File: config.mk
export PLATFORM = sky130hd
export DESIGN_NAME = conv_start_bit_top
export DESIGN_NICKNAME = d
export VERILOG_FILES = /design/src/conv_start_bit_pkg.sv /design/src/conv_start_bit_timebase.sv /design/src/conv_start_bit_top.sv
export SDC_FILE = /design/constraint.sdc
export NUM_CORES = 1
export LEC_CHECK = 0
export BUFFER_PORTS_ARGS = -buffer_cell sky130_fd_sc_hd__buf_2
export CAP_MARGIN = 25
export CORE_MARGIN = 5
export CORE_UTILIZATION = 50
export DETAILED_ROUTE_END_ITERATION = 16
export HOLD_SLACK_MARGIN = 0.02
export PLACE_DENSITY = 0.87
export SETUP_SLACK_MARGIN = 0.1
export SLEW_MARGIN = 20
export SYNTH_ARGS = -nofsm -noshare
export SYNTH_HDL_FRONTEND = slang
export SYNTH_SLANG_ARGS = --single-unit
export TNS_END_PERCENT = 1
File: constraint.sdc
create_clock -name pclk -period 2.33 [get_ports pclk]
set_input_delay 0.1165 -clock pclk [delete_from_list [all_inputs] [get_ports pclk]]
set_output_delay 0.1165 -clock pclk [all_outputs]
set_load 0.02 [all_outputs]
File: src/conv_start_bit_pkg.sv
package conv_start_bit_pkg;
  // ----------------------------------------------------------------
  // Register byte offsets
  // ----------------------------------------------------------------
  localparam logic [7:0] CONV_START_BIT_OFF_MODE = 8'h00;
  localparam logic [7:0] CONV_START_BIT_OFF_CHAN = 8'h04;
  localparam logic [7:0] CONV_START_BIT_OFF_PFM = 8'h08;
  localparam logic [7:0] CONV_START_BIT_OFF_THR = 8'h0C;
  localparam logic [7:0] CONV_START_BIT_OFF_RESULT = 8'h10;
  localparam logic [7:0] CONV_START_BIT_OFF_STATUS = 8'h14;
  // ----------------------------------------------------------------
  // Field positions
  // ----------------------------------------------------------------
  localparam int CONV_START_BIT_START_POS = 7;
  localparam int CONV_START_BIT_ENABLE_POS = 0;
  localparam int CONV_START_BIT_TIME_LSB = 3;
  localparam int CONV_START_BIT_PF_EN_POS = 7;
  localparam int CONV_START_BIT_PF_CM_POS = 6;
  // ----------------------------------------------------------------
  // Reset values
  // ----------------------------------------------------------------
  localparam logic [7:0] CONV_START_BIT_MODE_RST = 8'h00;
  localparam logic [2:0] CONV_START_BIT_CHAN_RST = 3'h0;
  localparam logic [7:0] CONV_START_BIT_PFM_RST = 8'h00;
  localparam logic [7:0] CONV_START_BIT_THR_RST = 8'h00;
  // ----------------------------------------------------------------
  // Timing
  // ----------------------------------------------------------------
  localparam int CONV_START_BIT_CLK_MHZ = 100;
  localparam int CONV_START_BIT_SETTLE_US = 14;
  localparam int CONV_START_BIT_SETTLE_CYC = CONV_START_BIT_SETTLE_US * CONV_START_BIT_CLK_MHZ;
  localparam int CONV_START_BIT_RES_BITS = 10;
  localparam logic [8:0] CONV_START_BIT_CONV_288 = 9'h120;
  localparam logic [8:0] CONV_START_BIT_CONV_240 = 9'h0F0;
  localparam logic [8:0] CONV_START_BIT_CONV_192 = 9'h0C0;
  localparam logic [8:0] CONV_START_BIT_CONV_144 = 9'h090;
  localparam logic [8:0] CONV_START_BIT_CONV_120 = 9'h078;
  localparam logic [8:0] CONV_START_BIT_CONV_96 = 9'h060;
  localparam logic [8:0] CONV_START_BIT_SAMPLE_CYC = 9'h00C;

  typedef enum {CONV_START_BIT_IDLE, CONV_START_BIT_SAMPLE, CONV_START_BIT_CONVERT} conv_start_bit_state_type;
endpackage : conv_start_bit_pkg

File: src/conv_start_bit_timebase.sv
`timescale 1ns/10ps
// Conversion time lookup and elapsed-cycle counter
module conv_start_bit_timebase
  import conv_start_bit_pkg::*;
(
  input wire logic pclk, // Clock
  input wire logic presetn, // Async reset, active low
  input wire logic run, // Conversion in progress
  input wire logic [2:0] time_code, // Conversion time code
  output logic time_ok, // Code is a permitted one
  output logic [8:0] conv_cycles, // Cycles per conversion
  output logic [8:0] elapsed // Cycles since conversion start
);
  always_comb begin
    time_ok = 1'b1;
    case (time_code)
      3'h0: conv_cycles = CONV_START_BIT_CONV_288;
      3'h1: conv_cycles = CONV_START_BIT_CONV_240;
      3'h2: conv_cycles = CONV_START_BIT_CONV_192;
      3'h4: conv_cycles = CONV_START_BIT_CONV_144;
      3'h5: conv_cycles = CONV_START_BIT_CONV_120;
      3'h6: conv_cycles = CONV_START_BIT_CONV_96;
      default: begin
        conv_cycles = CONV_START_BIT_CONV_288;
        time_ok = 1'b0;
      end
    endcase
  end

  always_ff @(posedge pclk or negedge presetn) begin
    if (!presetn) begin
      elapsed <= 9'h000;
    end else if (!run || elapsed == conv_cycles - 9'h001) begin
      elapsed <= 9'h000;
    end else begin
      elapsed <= elapsed + 9'h001;
    end
  end
endmodule : conv_start_bit_timebase

File: src/conv_start_bit_top.sv
// Decided for this implementation: the APB slave port and the register offsets.
`timescale 1ns/10ps
// Functional notes
// - Start bit set with power-fail off starts converting the selected channel
// - Normal mode: each end stores result and raises the end interrupt
// - Next conversion starts at once while start bit stays set
// - Write to mode, channel, pfm or threshold aborts and restarts conversion
// - Clearing start bit stops conversion at once; partial result undefined
// - Power-fail mode stores result and compares upper eight bits with threshold
// - Compare mode 0: interrupt only when upper bits >= threshold
// - Compare mode 1: interrupt only when upper bits < threshold
// - Each new result overwrites the result register unconditionally
// - After channel change next interrupt comes one conversion time later
// - Converter stops in standby; software clears start bit first
// - Every conversion yields a 10-bit result
// - Result is left-justified: upper byte eight MSBs, lower byte two LSBs
// - A read coinciding with conversion end completes first
// - Mode or channel write at conversion end wins; no store, no interrupt
// - Only six conversion-time codes are valid; others prohibited
module conv_start_bit_top
  import conv_start_bit_pkg::*;
#(
  parameter int RES_BITS = CONV_START_BIT_RES_BITS // Result width
)(
  input wire logic pclk, // Clock
  input wire logic presetn, // Async reset, active low
  input wire logic psel, // APB select
  input wire logic penable, // APB enable
  input wire logic pwrite, // APB direction
  input wire logic [7:0] paddr, // APB byte address
  input wire logic [31:0] pwdata, // APB write data
  output logic [31:0] prdata, // APB read data
  output logic pready, // APB ready
  output logic pslverr, // APB error
  input wire logic standby, // Standby request
  input wire logic comp_in, // Comparator decision from front end
  output logic sample_hold, // Front end in sampling phase
  output logic [2:0] analog_sel, // Selected analog input
  output logic [RES_BITS-1:0] dac_code, // Trial code to tap selector
  output logic conv_end_irq // Conversion end interrupt pulse
);
  // ----------------------------------------------------------------
  // Registers and state
  // ----------------------------------------------------------------
  logic [7:0] conv_mode_reg;
  logic [2:0] channel_select_reg;
  logic [7:0] pwrfail_mode_reg;
  logic [7:0] pwrfail_threshold_reg;
  logic [15:0] conv_result_reg;
  logic [RES_BITS-1:0] successive_approx_reg;
  logic [3:0] bit_idx;
  conv_start_bit_state_type state;
  logic comp_meta, comp_sync;
  logic time_ok;
  logic [8:0] conv_cycles, elapsed;
  logic conv_done, step;
  logic [RES_BITS-1:0] next_sar;
  logic first_pending;

  wire conv_start_bit = conv_mode_reg[CONV_START_BIT_START_POS];
  wire conv_enable_bit = conv_mode_reg[CONV_START_BIT_ENABLE_POS];
  wire pwrfail_enable_bit = pwrfail_mode_reg[CONV_START_BIT_PF_EN_POS];
  wire pwrfail_cmp_mode_bit = pwrfail_mode_reg[CONV_START_BIT_PF_CM_POS];
  wire [2:0] conv_time_field = conv_mode_reg[CONV_START_BIT_TIME_LSB+2:CONV_START_BIT_TIME_LSB];
  wire run = state != CONV_START_BIT_IDLE;

  // ----------------------------------------------------------------
  // APB decode
  // ----------------------------------------------------------------
  wire access = psel && penable;
  wire wr = access && pwrite;
  wire mapped = paddr == CONV_START_BIT_OFF_MODE || paddr == CONV_START_BIT_OFF_CHAN || paddr == CONV_START_BIT_OFF_PFM
    || paddr == CONV_START_BIT_OFF_THR || paddr == CONV_START_BIT_OFF_RESULT || paddr == CONV_START_BIT_OFF_STATUS;
  wire wr_mode = wr && paddr == CONV_START_BIT_OFF_MODE;
  wire wr_chan = wr && paddr == CONV_START_BIT_OFF_CHAN;
  wire wr_pfm = wr && paddr == CONV_START_BIT_OFF_PFM;
  wire wr_thr = wr && paddr == CONV_START_BIT_OFF_THR;
  wire restart = wr_mode || wr_chan || wr_pfm || wr_thr;
  // A write clearing the start bit stops in the same cycle
  wire stop = standby || !conv_start_bit
    || (wr_mode && !pwdata[CONV_START_BIT_START_POS]);

  // One-cycle access phase
  always_ff @(posedge pclk or negedge presetn) begin
    if (!presetn) begin
      pready <= 1'b0;
      pslverr <= 1'b0;
      prdata <= 32'h0000_0000;
    end else begin
      pready <= psel && !penable;
      pslverr <= psel && !penable && !mapped;
      prdata <= 32'h0000_0000;
      if (psel && !penable && !pwrite) begin
        case (paddr)
          CONV_START_BIT_OFF_MODE: prdata <= {24'h000000, conv_mode_reg};
          CONV_START_BIT_OFF_CHAN: prdata <= {29'h0000000, channel_select_reg};
          CONV_START_BIT_OFF_PFM: prdata <= {24'h000000, pwrfail_mode_reg[7:6], 6'h00};
          CONV_START_BIT_OFF_THR: prdata <= {24'h000000, pwrfail_threshold_reg};
          CONV_START_BIT_OFF_RESULT: prdata <= {16'h0000, conv_result_reg};
          CONV_START_BIT_OFF_STATUS: prdata <= {29'h0000000, first_pending, time_ok, run};
          default: prdata <= 32'h0000_0000;
        endcase
      end
    end
  end

  // ----------------------------------------------------------------
  // Software registers
  // ----------------------------------------------------------------
  always_ff @(posedge pclk or negedge presetn) begin
    if (!presetn) begin
      conv_mode_reg <= CONV_START_BIT_MODE_RST;
      channel_select_reg <= CONV_START_BIT_CHAN_RST;
      pwrfail_mode_reg <= CONV_START_BIT_PFM_RST;
      pwrfail_threshold_reg <= CONV_START_BIT_THR_RST;
    end else begin
      if (wr_mode) conv_mode_reg <= pwdata[7:0];
      if (wr_chan) channel_select_reg <= pwdata[2:0];
      if (wr_pfm) pwrfail_mode_reg <= {pwdata[7:6], 6'h00};
      if (wr_thr) pwrfail_threshold_reg <= pwdata[7:0];
    end
  end

  // Marks first result after a start without the enable bit
  always_ff @(posedge pclk or negedge presetn) begin
    if (!presetn) begin
      first_pending <= 1'b0;
    end else if (wr_mode && pwdata[CONV_START_BIT_START_POS] && !conv_start_bit) begin
      first_pending <= !conv_enable_bit && !pwdata[CONV_START_BIT_ENABLE_POS];
    end else if (conv_done) begin
      first_pending <= 1'b0;
    end
  end

  // ----------------------------------------------------------------
  // Comparator synchroniser
  // ----------------------------------------------------------------
  always_ff @(posedge pclk or negedge presetn) begin
    if (!presetn) begin
      comp_meta <= 1'b0;
      comp_sync <= 1'b0;
    end else begin
      comp_meta <= comp_in;
      comp_sync <= comp_meta;
    end
  end

  conv_start_bit_timebase u_timebase (
    .pclk(pclk),
    .presetn(presetn),
    .run(run && !restart),
    .time_code(conv_time_field),
    .time_ok(time_ok),
    .conv_cycles(conv_cycles),
    .elapsed(elapsed)
  );

  // Bit decisions every 8 cycles after sampling; all ten fit the shortest time
  assign step = state == CONV_START_BIT_CONVERT
    && elapsed >= CONV_START_BIT_SAMPLE_CYC
    && ((elapsed - CONV_START_BIT_SAMPLE_CYC) & 9'h007) == 9'h007;
  assign conv_done = run && !restart && !stop
    && elapsed == conv_cycles - 9'h001;

  always_comb begin
    next_sar = successive_approx_reg;
    if (!comp_sync) next_sar[bit_idx] = 1'b0;
    if (bit_idx != 4'h0) next_sar[bit_idx - 4'h1] = 1'b1;
  end

  // ----------------------------------------------------------------
  // Conversion sequencer
  // ----------------------------------------------------------------
  always_ff @(posedge pclk or negedge presetn) begin
    if (!presetn) begin
      state <= CONV_START_BIT_IDLE;
      successive_approx_reg <= '0;
      bit_idx <= 4'h0;
    end else if (stop) begin
      state <= CONV_START_BIT_IDLE;
    end else if (restart || conv_done || state == CONV_START_BIT_IDLE) begin
      state <= CONV_START_BIT_SAMPLE;
      successive_approx_reg <= '0;
      successive_approx_reg[RES_BITS-1] <= 1'b1;
      bit_idx <= 4'(RES_BITS - 1);
    end else if (state == CONV_START_BIT_SAMPLE && elapsed == CONV_START_BIT_SAMPLE_CYC - 9'h001) begin
      state <= CONV_START_BIT_CONVERT;
    end else if (step && bit_idx != 4'hF) begin
      successive_approx_reg <= next_sar;
      bit_idx <= bit_idx - 4'h1;
    end
  end

  // ----------------------------------------------------------------
  // Result and interrupt
  // ----------------------------------------------------------------
  wire [RES_BITS-1:0] final_sar = successive_approx_reg;
  wire ge_thr = final_sar[RES_BITS-1:RES_BITS-8] >= pwrfail_threshold_reg;
  wire irq_hit = !pwrfail_enable_bit
    || (!pwrfail_cmp_mode_bit && ge_thr)
    || (pwrfail_cmp_mode_bit && !ge_thr);

  always_ff @(posedge pclk or negedge presetn) begin
    if (!presetn) begin
      conv_result_reg <= 16'h0000;
    end else if (conv_done) begin
      conv_result_reg <= {final_sar, {(16 - RES_BITS){1'b0}}};
    end
  end

  always_ff @(posedge pclk or negedge presetn) begin
    if (!presetn) begin
      conv_end_irq <= 1'b0;
    end else begin
      conv_end_irq <= conv_done && irq_hit;
    end
  end

  always_ff @(posedge pclk or negedge presetn) begin
    if (!presetn) begin
      sample_hold <= 1'b0;
      analog_sel <= 3'h0;
      dac_code <= '0;
    end else begin
      sample_hold <= !stop && state == CONV_START_BIT_SAMPLE;
      analog_sel <= channel_select_reg;
      dac_code <= successive_approx_reg;
    end
  end

  // ----------------------------------------------------------------
  // Checks
  // ----------------------------------------------------------------
  irq_pulse_a: assert property (@(posedge pclk) disable iff (!presetn)
    conv_end_irq |=> !conv_end_irq) else $error("irq longer than one cycle");
  write_wins_a: assert property (@(posedge pclk) disable iff (!presetn)
    restart |=> !conv_end_irq && $stable(conv_result_reg))
    else $error("irq or store after register write");
  stop_idle_a: assert property (@(posedge pclk) disable iff (!presetn)
    (wr_mode && !pwdata[CONV_START_BIT_START_POS]) |=> state == CONV_START_BIT_IDLE ##1 !conv_end_irq)
    else $error("start clear did not stop");
  result_store_a: assert property (@(posedge pclk) disable iff (!presetn)
    conv_done |=> conv_result_reg[15:16-RES_BITS] == $past(final_sar))
    else $error("result not stored");
  cmp_low_a: assert property (@(posedge pclk) disable iff (!presetn)
    (conv_done && pwrfail_enable_bit && pwrfail_cmp_mode_bit && ge_thr) |=> !conv_end_irq)
    else $error("irq despite >= threshold");
  cmp_high_a: assert property (@(posedge pclk) disable iff (!presetn)
    (conv_done && pwrfail_enable_bit && !pwrfail_cmp_mode_bit && ge_thr) |=> conv_end_irq)
    else $error("missing irq at >= threshold");
  normal_irq_a: assert property (@(posedge pclk) disable iff (!presetn)
    (conv_done && !pwrfail_enable_bit) |=> conv_end_irq)
    else $error("missing normal irq");
  repeat_conv_a: assert property (@(posedge pclk) disable iff (!presetn)
    (conv_done && !restart && !stop) |=> state == CONV_START_BIT_SAMPLE)
    else $error("no back to back conversion");
  result_low_a: assert property (@(posedge pclk) disable iff (!presetn)
    conv_result_reg[15-RES_BITS:0] == '0) else $error("result not left justified");
  start_a: assert property (@(posedge pclk) disable iff (!presetn)
    (state == CONV_START_BIT_IDLE && !stop) |=> state == CONV_START_BIT_SAMPLE)
    else $error("start ignored");

  normal_cov: cover property (@(posedge pclk) disable iff (!presetn)
    conv_end_irq && !pwrfail_enable_bit);
  pf_cov: cover property (@(posedge pclk) disable iff (!presetn)
    conv_done && pwrfail_enable_bit && !irq_hit);
  restart_cov: cover property (@(posedge pclk) disable iff (!presetn)
    restart && state == CONV_START_BIT_CONVERT);
endmodule : conv_start_bit_top

== Yosys cells after proc, flatten, opt, wreduce, memory -nomap -nowiden ==
Cells that the tools add are included.

* Div/mod/pow operators: 0
* Eq/ne operators: 17
* Order comparisons: 6
* Bitwise operators: 4
* Add/subtract/negate cells: 4
* Shifts and indexed selects: 0
* $mul: 0
* Reductions and logical operators: 64
* Mux-type cells: 22

{| class="wikitable"
|+ Operators by type and width
! cell !! number
|-
| $mux W32 || 4
|-
| $pmux W16 S6 || 1
|-
| $mux W10 || 5
|-
| $pmux W9 S5 || 1
|-
| $eq A32 B2 Y1 const B || 1
|-
| $eq A32 B3 Y1 const B || 1
|-
| $logic_not A32 Y1 || 1
|-
| $reduce_bool A32 Y1 || 1
|-
| $logic_and A1 B1 Y1 || 26
|-
| $eq A8 B4 Y1 const B || 2
|-
| $eq A8 B5 Y1 const B || 2
|-
| $logic_or A1 B1 Y1 || 15
|-
| $logic_not A1 Y1 || 13
|-
| $eq A3 B3 Y1 const B || 4
|-
| $mux W4 || 3
|-
| $and A10 B10 Y10 || 1
|-
| $lt A4 B5 Y1 const B || 2
|-
| $not A10 Y10 || 1
|-
| $or A10 B10 Y10 || 1
|-
| $add A9 B1 Y9 const B || 1
|-
| $eq A9 B4 Y1 const B || 1
|-
| $eq A9 B9 Y1 || 1
|-
| $ge A9 B4 Y1 const B || 1
|-
| $mux W9 || 1
|-
| 20 further kinds || 27
|}

* Memories kept: 0
* Flip-flop bits (word level): 138
* ROM bits: 0
* Input port bits: 47
* Logic and storage cells: 136
* Latch bits: 0
* Output and inout port bits: 49
* Memory bits (writable): 0

== Logic depth before layout (Yosys ltp) ==
* Word-level depth: 14
* Mapped depth: 11
* Gate-level depth less buffers: 9

== By module ==
A second synthesis with hierarchy kept.

* Cells, all modules: 454
* Area, all modules: 4,859.7 µm²

{| class="wikitable"
|+ Modules (own cells, without submodules)
! module !! cells each !! instances !! seq. area each (µm²) !! area each (µm²)
|-
| conv_start_bit_top || 366 || 1 || 2,077.0 || 4,075.2
|-
| conv_start_bit_timebase || 88 || 1 || 225.2 || 784.5
|}

== Least setup slack after synthesis ==
No wires, ideal clock.

* Path kind: reg-to-reg
* Start: register conv_mode_reg[3]
* End: register conv_result_reg[10]
* Data arrival time: 2.460 ns
* Period minus slack after synthesis: 2.585 ns
* Path buffers: 2
* Stages on the path, launching flop included: 12
* Slack: -0.255 ns
* Data required time: 2.205 ns
* Library setup time: 0.125 ns
* Cell sequence: dfrtp_1 buf_2 nor2_1 or2_2 ha_1 or2_2 a221oi_1 o32a_4 nor2_2 nand3_2 buf_6 mux2_4

* Cells in the longest elaborated chain, start to end: 5
* Elaborated cells between the ends (all ways): 9
* Classes of those cells: add/sub (1); eq/ne (6); mux (1); reduce/logical (1)

{| class="wikitable"
|+ RTL lines
! item !! line !! RTL
|-
| from (decl) || conv_start_bit_top.sv:45 || <nowiki>logic [7:0] conv_mode_reg;</nowiki>
|-
| from (signal assigned) || conv_start_bit_top.sv:117 || <nowiki>if (wr_mode) conv_mode_reg <= pwdata[7:0];</nowiki>
|-
| $eq A3 B3 Y1, or another cell as far along || conv_start_bit_timebase.sv:16 || <nowiki>case (time_code)</nowiki>
|-
| $pmux W9 S5 (*) || conv_start_bit_timebase.sv:16 ||
|-
| $sub A9 B1 Y9 (*) || conv_start_bit_top.sv:163 || <nowiki>&& elapsed == conv_cycles - 9'h001;</nowiki>
|-
| $eq A9 B9 Y1 (*) || conv_start_bit_top.sv:163 ||
|-
| $logic_and A1 B1 Y1 (*) || conv_start_bit_top.sv:163 ||
|-
| to (signal assigned) || conv_start_bit_top.sv:207 || <nowiki>conv_result_reg <= {final_sar, {(16 - RES_BITS){1'b0}}};</nowiki>
|-
| to (decl) || conv_start_bit_top.sv:49 || <nowiki>logic [15:0] conv_result_reg;</nowiki>
|}

Every way passes the cells marked *; elsewhere a longest branch is shown, timed or not.
A chain may end at the register's enable or synchronous reset.

== Worst setup path in the final report ==
* Start: register conv_mode_reg[3]
* End: register conv_result_reg[15]

Same word-level chain as after synthesis.

==> summary.txt <==
Crit path time final -> 2.46 ns
Sum Neg Setup Slack -> -1.67 ns
Vias post-DR -> 3,443
Status -> finished, violations left
Ys Warns -> 0
N_diodes -> 0
Initial core utilization -> 50.9%
Worst hold path type -> input port to register
Full die area -> 0.0114 mm^2
Flops & latches, synth -> 92
Post-Layout Inst Area -> 0.00554 mm^2
Max FFs per register -> 16
Core area -> 0.00920 mm^2
R2r startpoint -> conv_mode_reg[3]
Hold path start -> pwdata[7]
RSZ-0062 raised after global routing -> yes
Drt wl/cell -> 17.8 um
Finished Core Util -> 60.3%
Reg2Reg Depth -> 11
Area of the multi-input gates -> 0.00223 mm^2
Setup slack, reg-to-reg -> -0.13 ns
Number of max-cap violations -> 0
Least-Margin Pin Slew -> 0.611 ns
Hold Path End -> conv_mode_reg[7]
Die height -> 107 um
Largest reg by FF count -> prdata
Final period util -> 105%
Final RePlAce weighted congestion -> 0.882
Final setup viols -> 21
PD cells -> 572 mW/mm^2
Final worst clock skew -> 0.00696 ns
Vias in the first global route -> 3,478
Leakage power -> 2.68 nW
Die W -> 107 um
DP Wirelength -> 7.48 mm
Cells after Synth -> 404
IO Count -> 96
Longest Clk Path Bufs -> 2
Clock Sink Count -> 92
Layout Nets -> 553
Num CTS Buffers -> 9
PortBufs -> 55
H-tree Lvls -> 3
Clk slew on worst S/H paths -> 0.10 ns
Share of cells above drive strength 1 -> 32.2%
CP Max Fanout -> 11
Relative slew slack -> 59.3%
Row cnt -> 35
DRC -> 0
Gr usage total -> 19.3%
FF+latch area -> 0.00230 mm^2
Mean Syn Cell Area -> 11.6 um^2
Fmax achieved -> 407 MHz
Setup ws final -> -0.127 ns
Area grow syn2layout -> 18.4%
Max VDD drop -> 0.295 mV
Worst Path Arrival -> 2.73 ns
Worst Setup Start Kind -> register
Worst setup path class -> register to register
GRT overflow -> 0
Failing checks -> negative setup slack
FILL cells -> 710
Clk_lat worst skew -> 0.38 ns
Worst setup EP type -> register
Cell variety after synth -> 77
WHS Path Cells -> 2
Final wirelength -> 10.8 mm
Ys flop type -> dfrtp_1
Largest net degree at the start of global routing -> 50
Global-route wire length before repair -> 17.2 mm
1st-iter DRT viols -> 323
CTS tree -> built
Antenna violations before repair -> 0
Post-synthesis cell area -> 0.00468 mm^2
Sequential fraction of the synthesis area -> 49.2%
DP Worst Slack -> -0.0970 ns
Async set-reset flop share out of synthesis -> 100%
Post-synth EDFFs -> 0
Reg-to-Reg End -> conv_result_reg[15]
Clock root cell -> clkbuf_8
Final hold violations -> 0
Placed Area -> 0.00515 mm^2
Vias per cell -> 5.69
WP data required -> 2.60 ns
First-pass DRT Iterations -> 5
Final slew viol count -> 0
Post-route ant nets -> 0
## through the flow
| step | cells | hold slack [ns] | total power, mW |
|---|---|---|---|
| 6_report | 605 | 0.0577 | 3.17 |
| 5_1_grt | 605 | 0.0527 | 3.29 |
| 4_1_cts | 602 | 0.0420 | 3.18 |
| 3_5_place_dp | 576 | 0.142 | 2.01 |
| 3_3_place_gp | 576 | 0.125 | 1.99 |
| 2_1_floorplan | 419 | -0.179 | 1.89 |
## worst max path at each step
| stage | start | endpoint | slack, ns | depth (start not counted) |
|---|---|---|---|---|
| 2_1_floorplan | conv_mode_reg[4] | conv_result_reg[10] | -0.13 | 10 |
| 3_3_place_gp | conv_mode_reg[5] | conv_result_reg[6] | -0.006 | 10 |
| 3_5_place_dp | conv_mode_reg[5] | conv_result_reg[6] | -0.1 | 10 |
| 4_1_cts | conv_mode_reg[3] | conv_result_reg[15] | -0.09 | 10 |
| 5_1_grt | conv_mode_reg[4] | conv_result_reg[15] | -0.23 | 10 |
| 6_report | conv_mode_reg[3] | conv_result_reg[15] | -0.13 | 11 |
## cell usage in the layout, fill, tap and decap left out, drive strengths merged, types with 4 or more instances in the layout
cell / instances
ha: 17
a22oi: 4
inv: 23
nand2b: 10
dlygate4sd3: 9
xor2: 9
o21ai: 16
nand3: 12
a21oi: 9
clkbuf: 9
a221oi: 4
dfrtp: 92
buf: 78
nand2: 13
nand4: 6
and2: 11
mux2: 31
a32o: 4
and3: 6
nor2: 33
conb: 16
nor3: 12
## Yosys cell counts (4+ instances only)
library cell  number  area, um^2
mux2_4             9         135
o21ai_0           12        60.1
nand2_1           12        45.0
xor2_1             9        78.8
a21oi_1            7        35.0
clkbuf_1           4        15.0
dfrtp_1           92        2300
nor2_1            30         113
nand4_1            4        25.0
a221oi_1           4        35.0
and3_1             6        37.5
nor3_1            11        55.1
a32o_1             4        40.0
buf_6              4        45.0
nand3_1           11        55.1
buf_4             17         128
and2_1            11        68.8
ha_1              17         213
mux2_2            22         248
nand2b_1          10        62.6
inv_1             20        75.1
a22oi_1            4        30.0
## metal layers
| layer | track usage (%) | part of all wire (%) | wire length, um | vias to the layer above |
|---|---|---|---|---|
| li1 | - | - | - | 1577 |
| met1 | 22.7 | 38 | 4080 | 1665 |
| met2 | 33.8 | 52 | 5600 | 164 |
| met3 | 3.61 | 7.1 | 764 | 37 |
| met4 | 9.41 | 3.1 | 333 | 0 |
| met5 | 0 | 0 | 0 | - |
## cell type report
cell class	instances	area share, %
clock buffer	9	2.24
clock inverter	7	1.72
inverter	20	1.35
multi-input combinational	279	40.2
sequential	92	41.5
tap	111	2.51
timing repair buffer	87	10.4
## kinds of logic (layout without fill, tap and decap cells)
kind of cell | count (synthesis) | after routing | synth area share, %
AND/OR/NAND/NOR | 127 | 127 | 15.8
flip-flops | 92 | 92 | 49.2
AO/OA/AOI/OAI | 72 | 73 | 13.1
buffers and inverters | 49 | 123 | 6.07
multiplexers | 34 | 34 | 8.82
adder cells (fa/ha/maj) | 17 | 17 | 4.54
XOR/XNOR | 12 | 12 | 2.41
other | 1 | 16 | 0.0801
## where the power goes
group | switching (mW) | leakage, nW | internal [mW]
combinational | 0.205 | 1.34 | 0.126
sequential | 0.0321 | 1.24 | 1.63
clock | 0.647 | 0.104 | 0.526
total | 0.885 | 2.68 | 2.29
## repair_timing
item                                    in CTS  in global routing
hold buffers                                 9                  0
endpoints found under the setup margin      37                 37
cloned                                       0                  1
setup buffers                                1                  2
endpoints found under the hold margin       61                  0
pin swaps                                    6                  6
resized for setup                            3                  5
## worst max-delay path, cell delays in order, from the launching register on
cell and delay, ns:
dfrtp_1 0.41, nor2_2 0.07, or2_4 0.24, ha_4 0.18, xor2_2 0.25, o211a_1 0.24, o311ai_4 0.12, buf_12 0.16
nor2_4 0.09, nand3_2 0.10, buf_12 0.18, mux2_4 0.30
(Power assumes the default switching activity.)
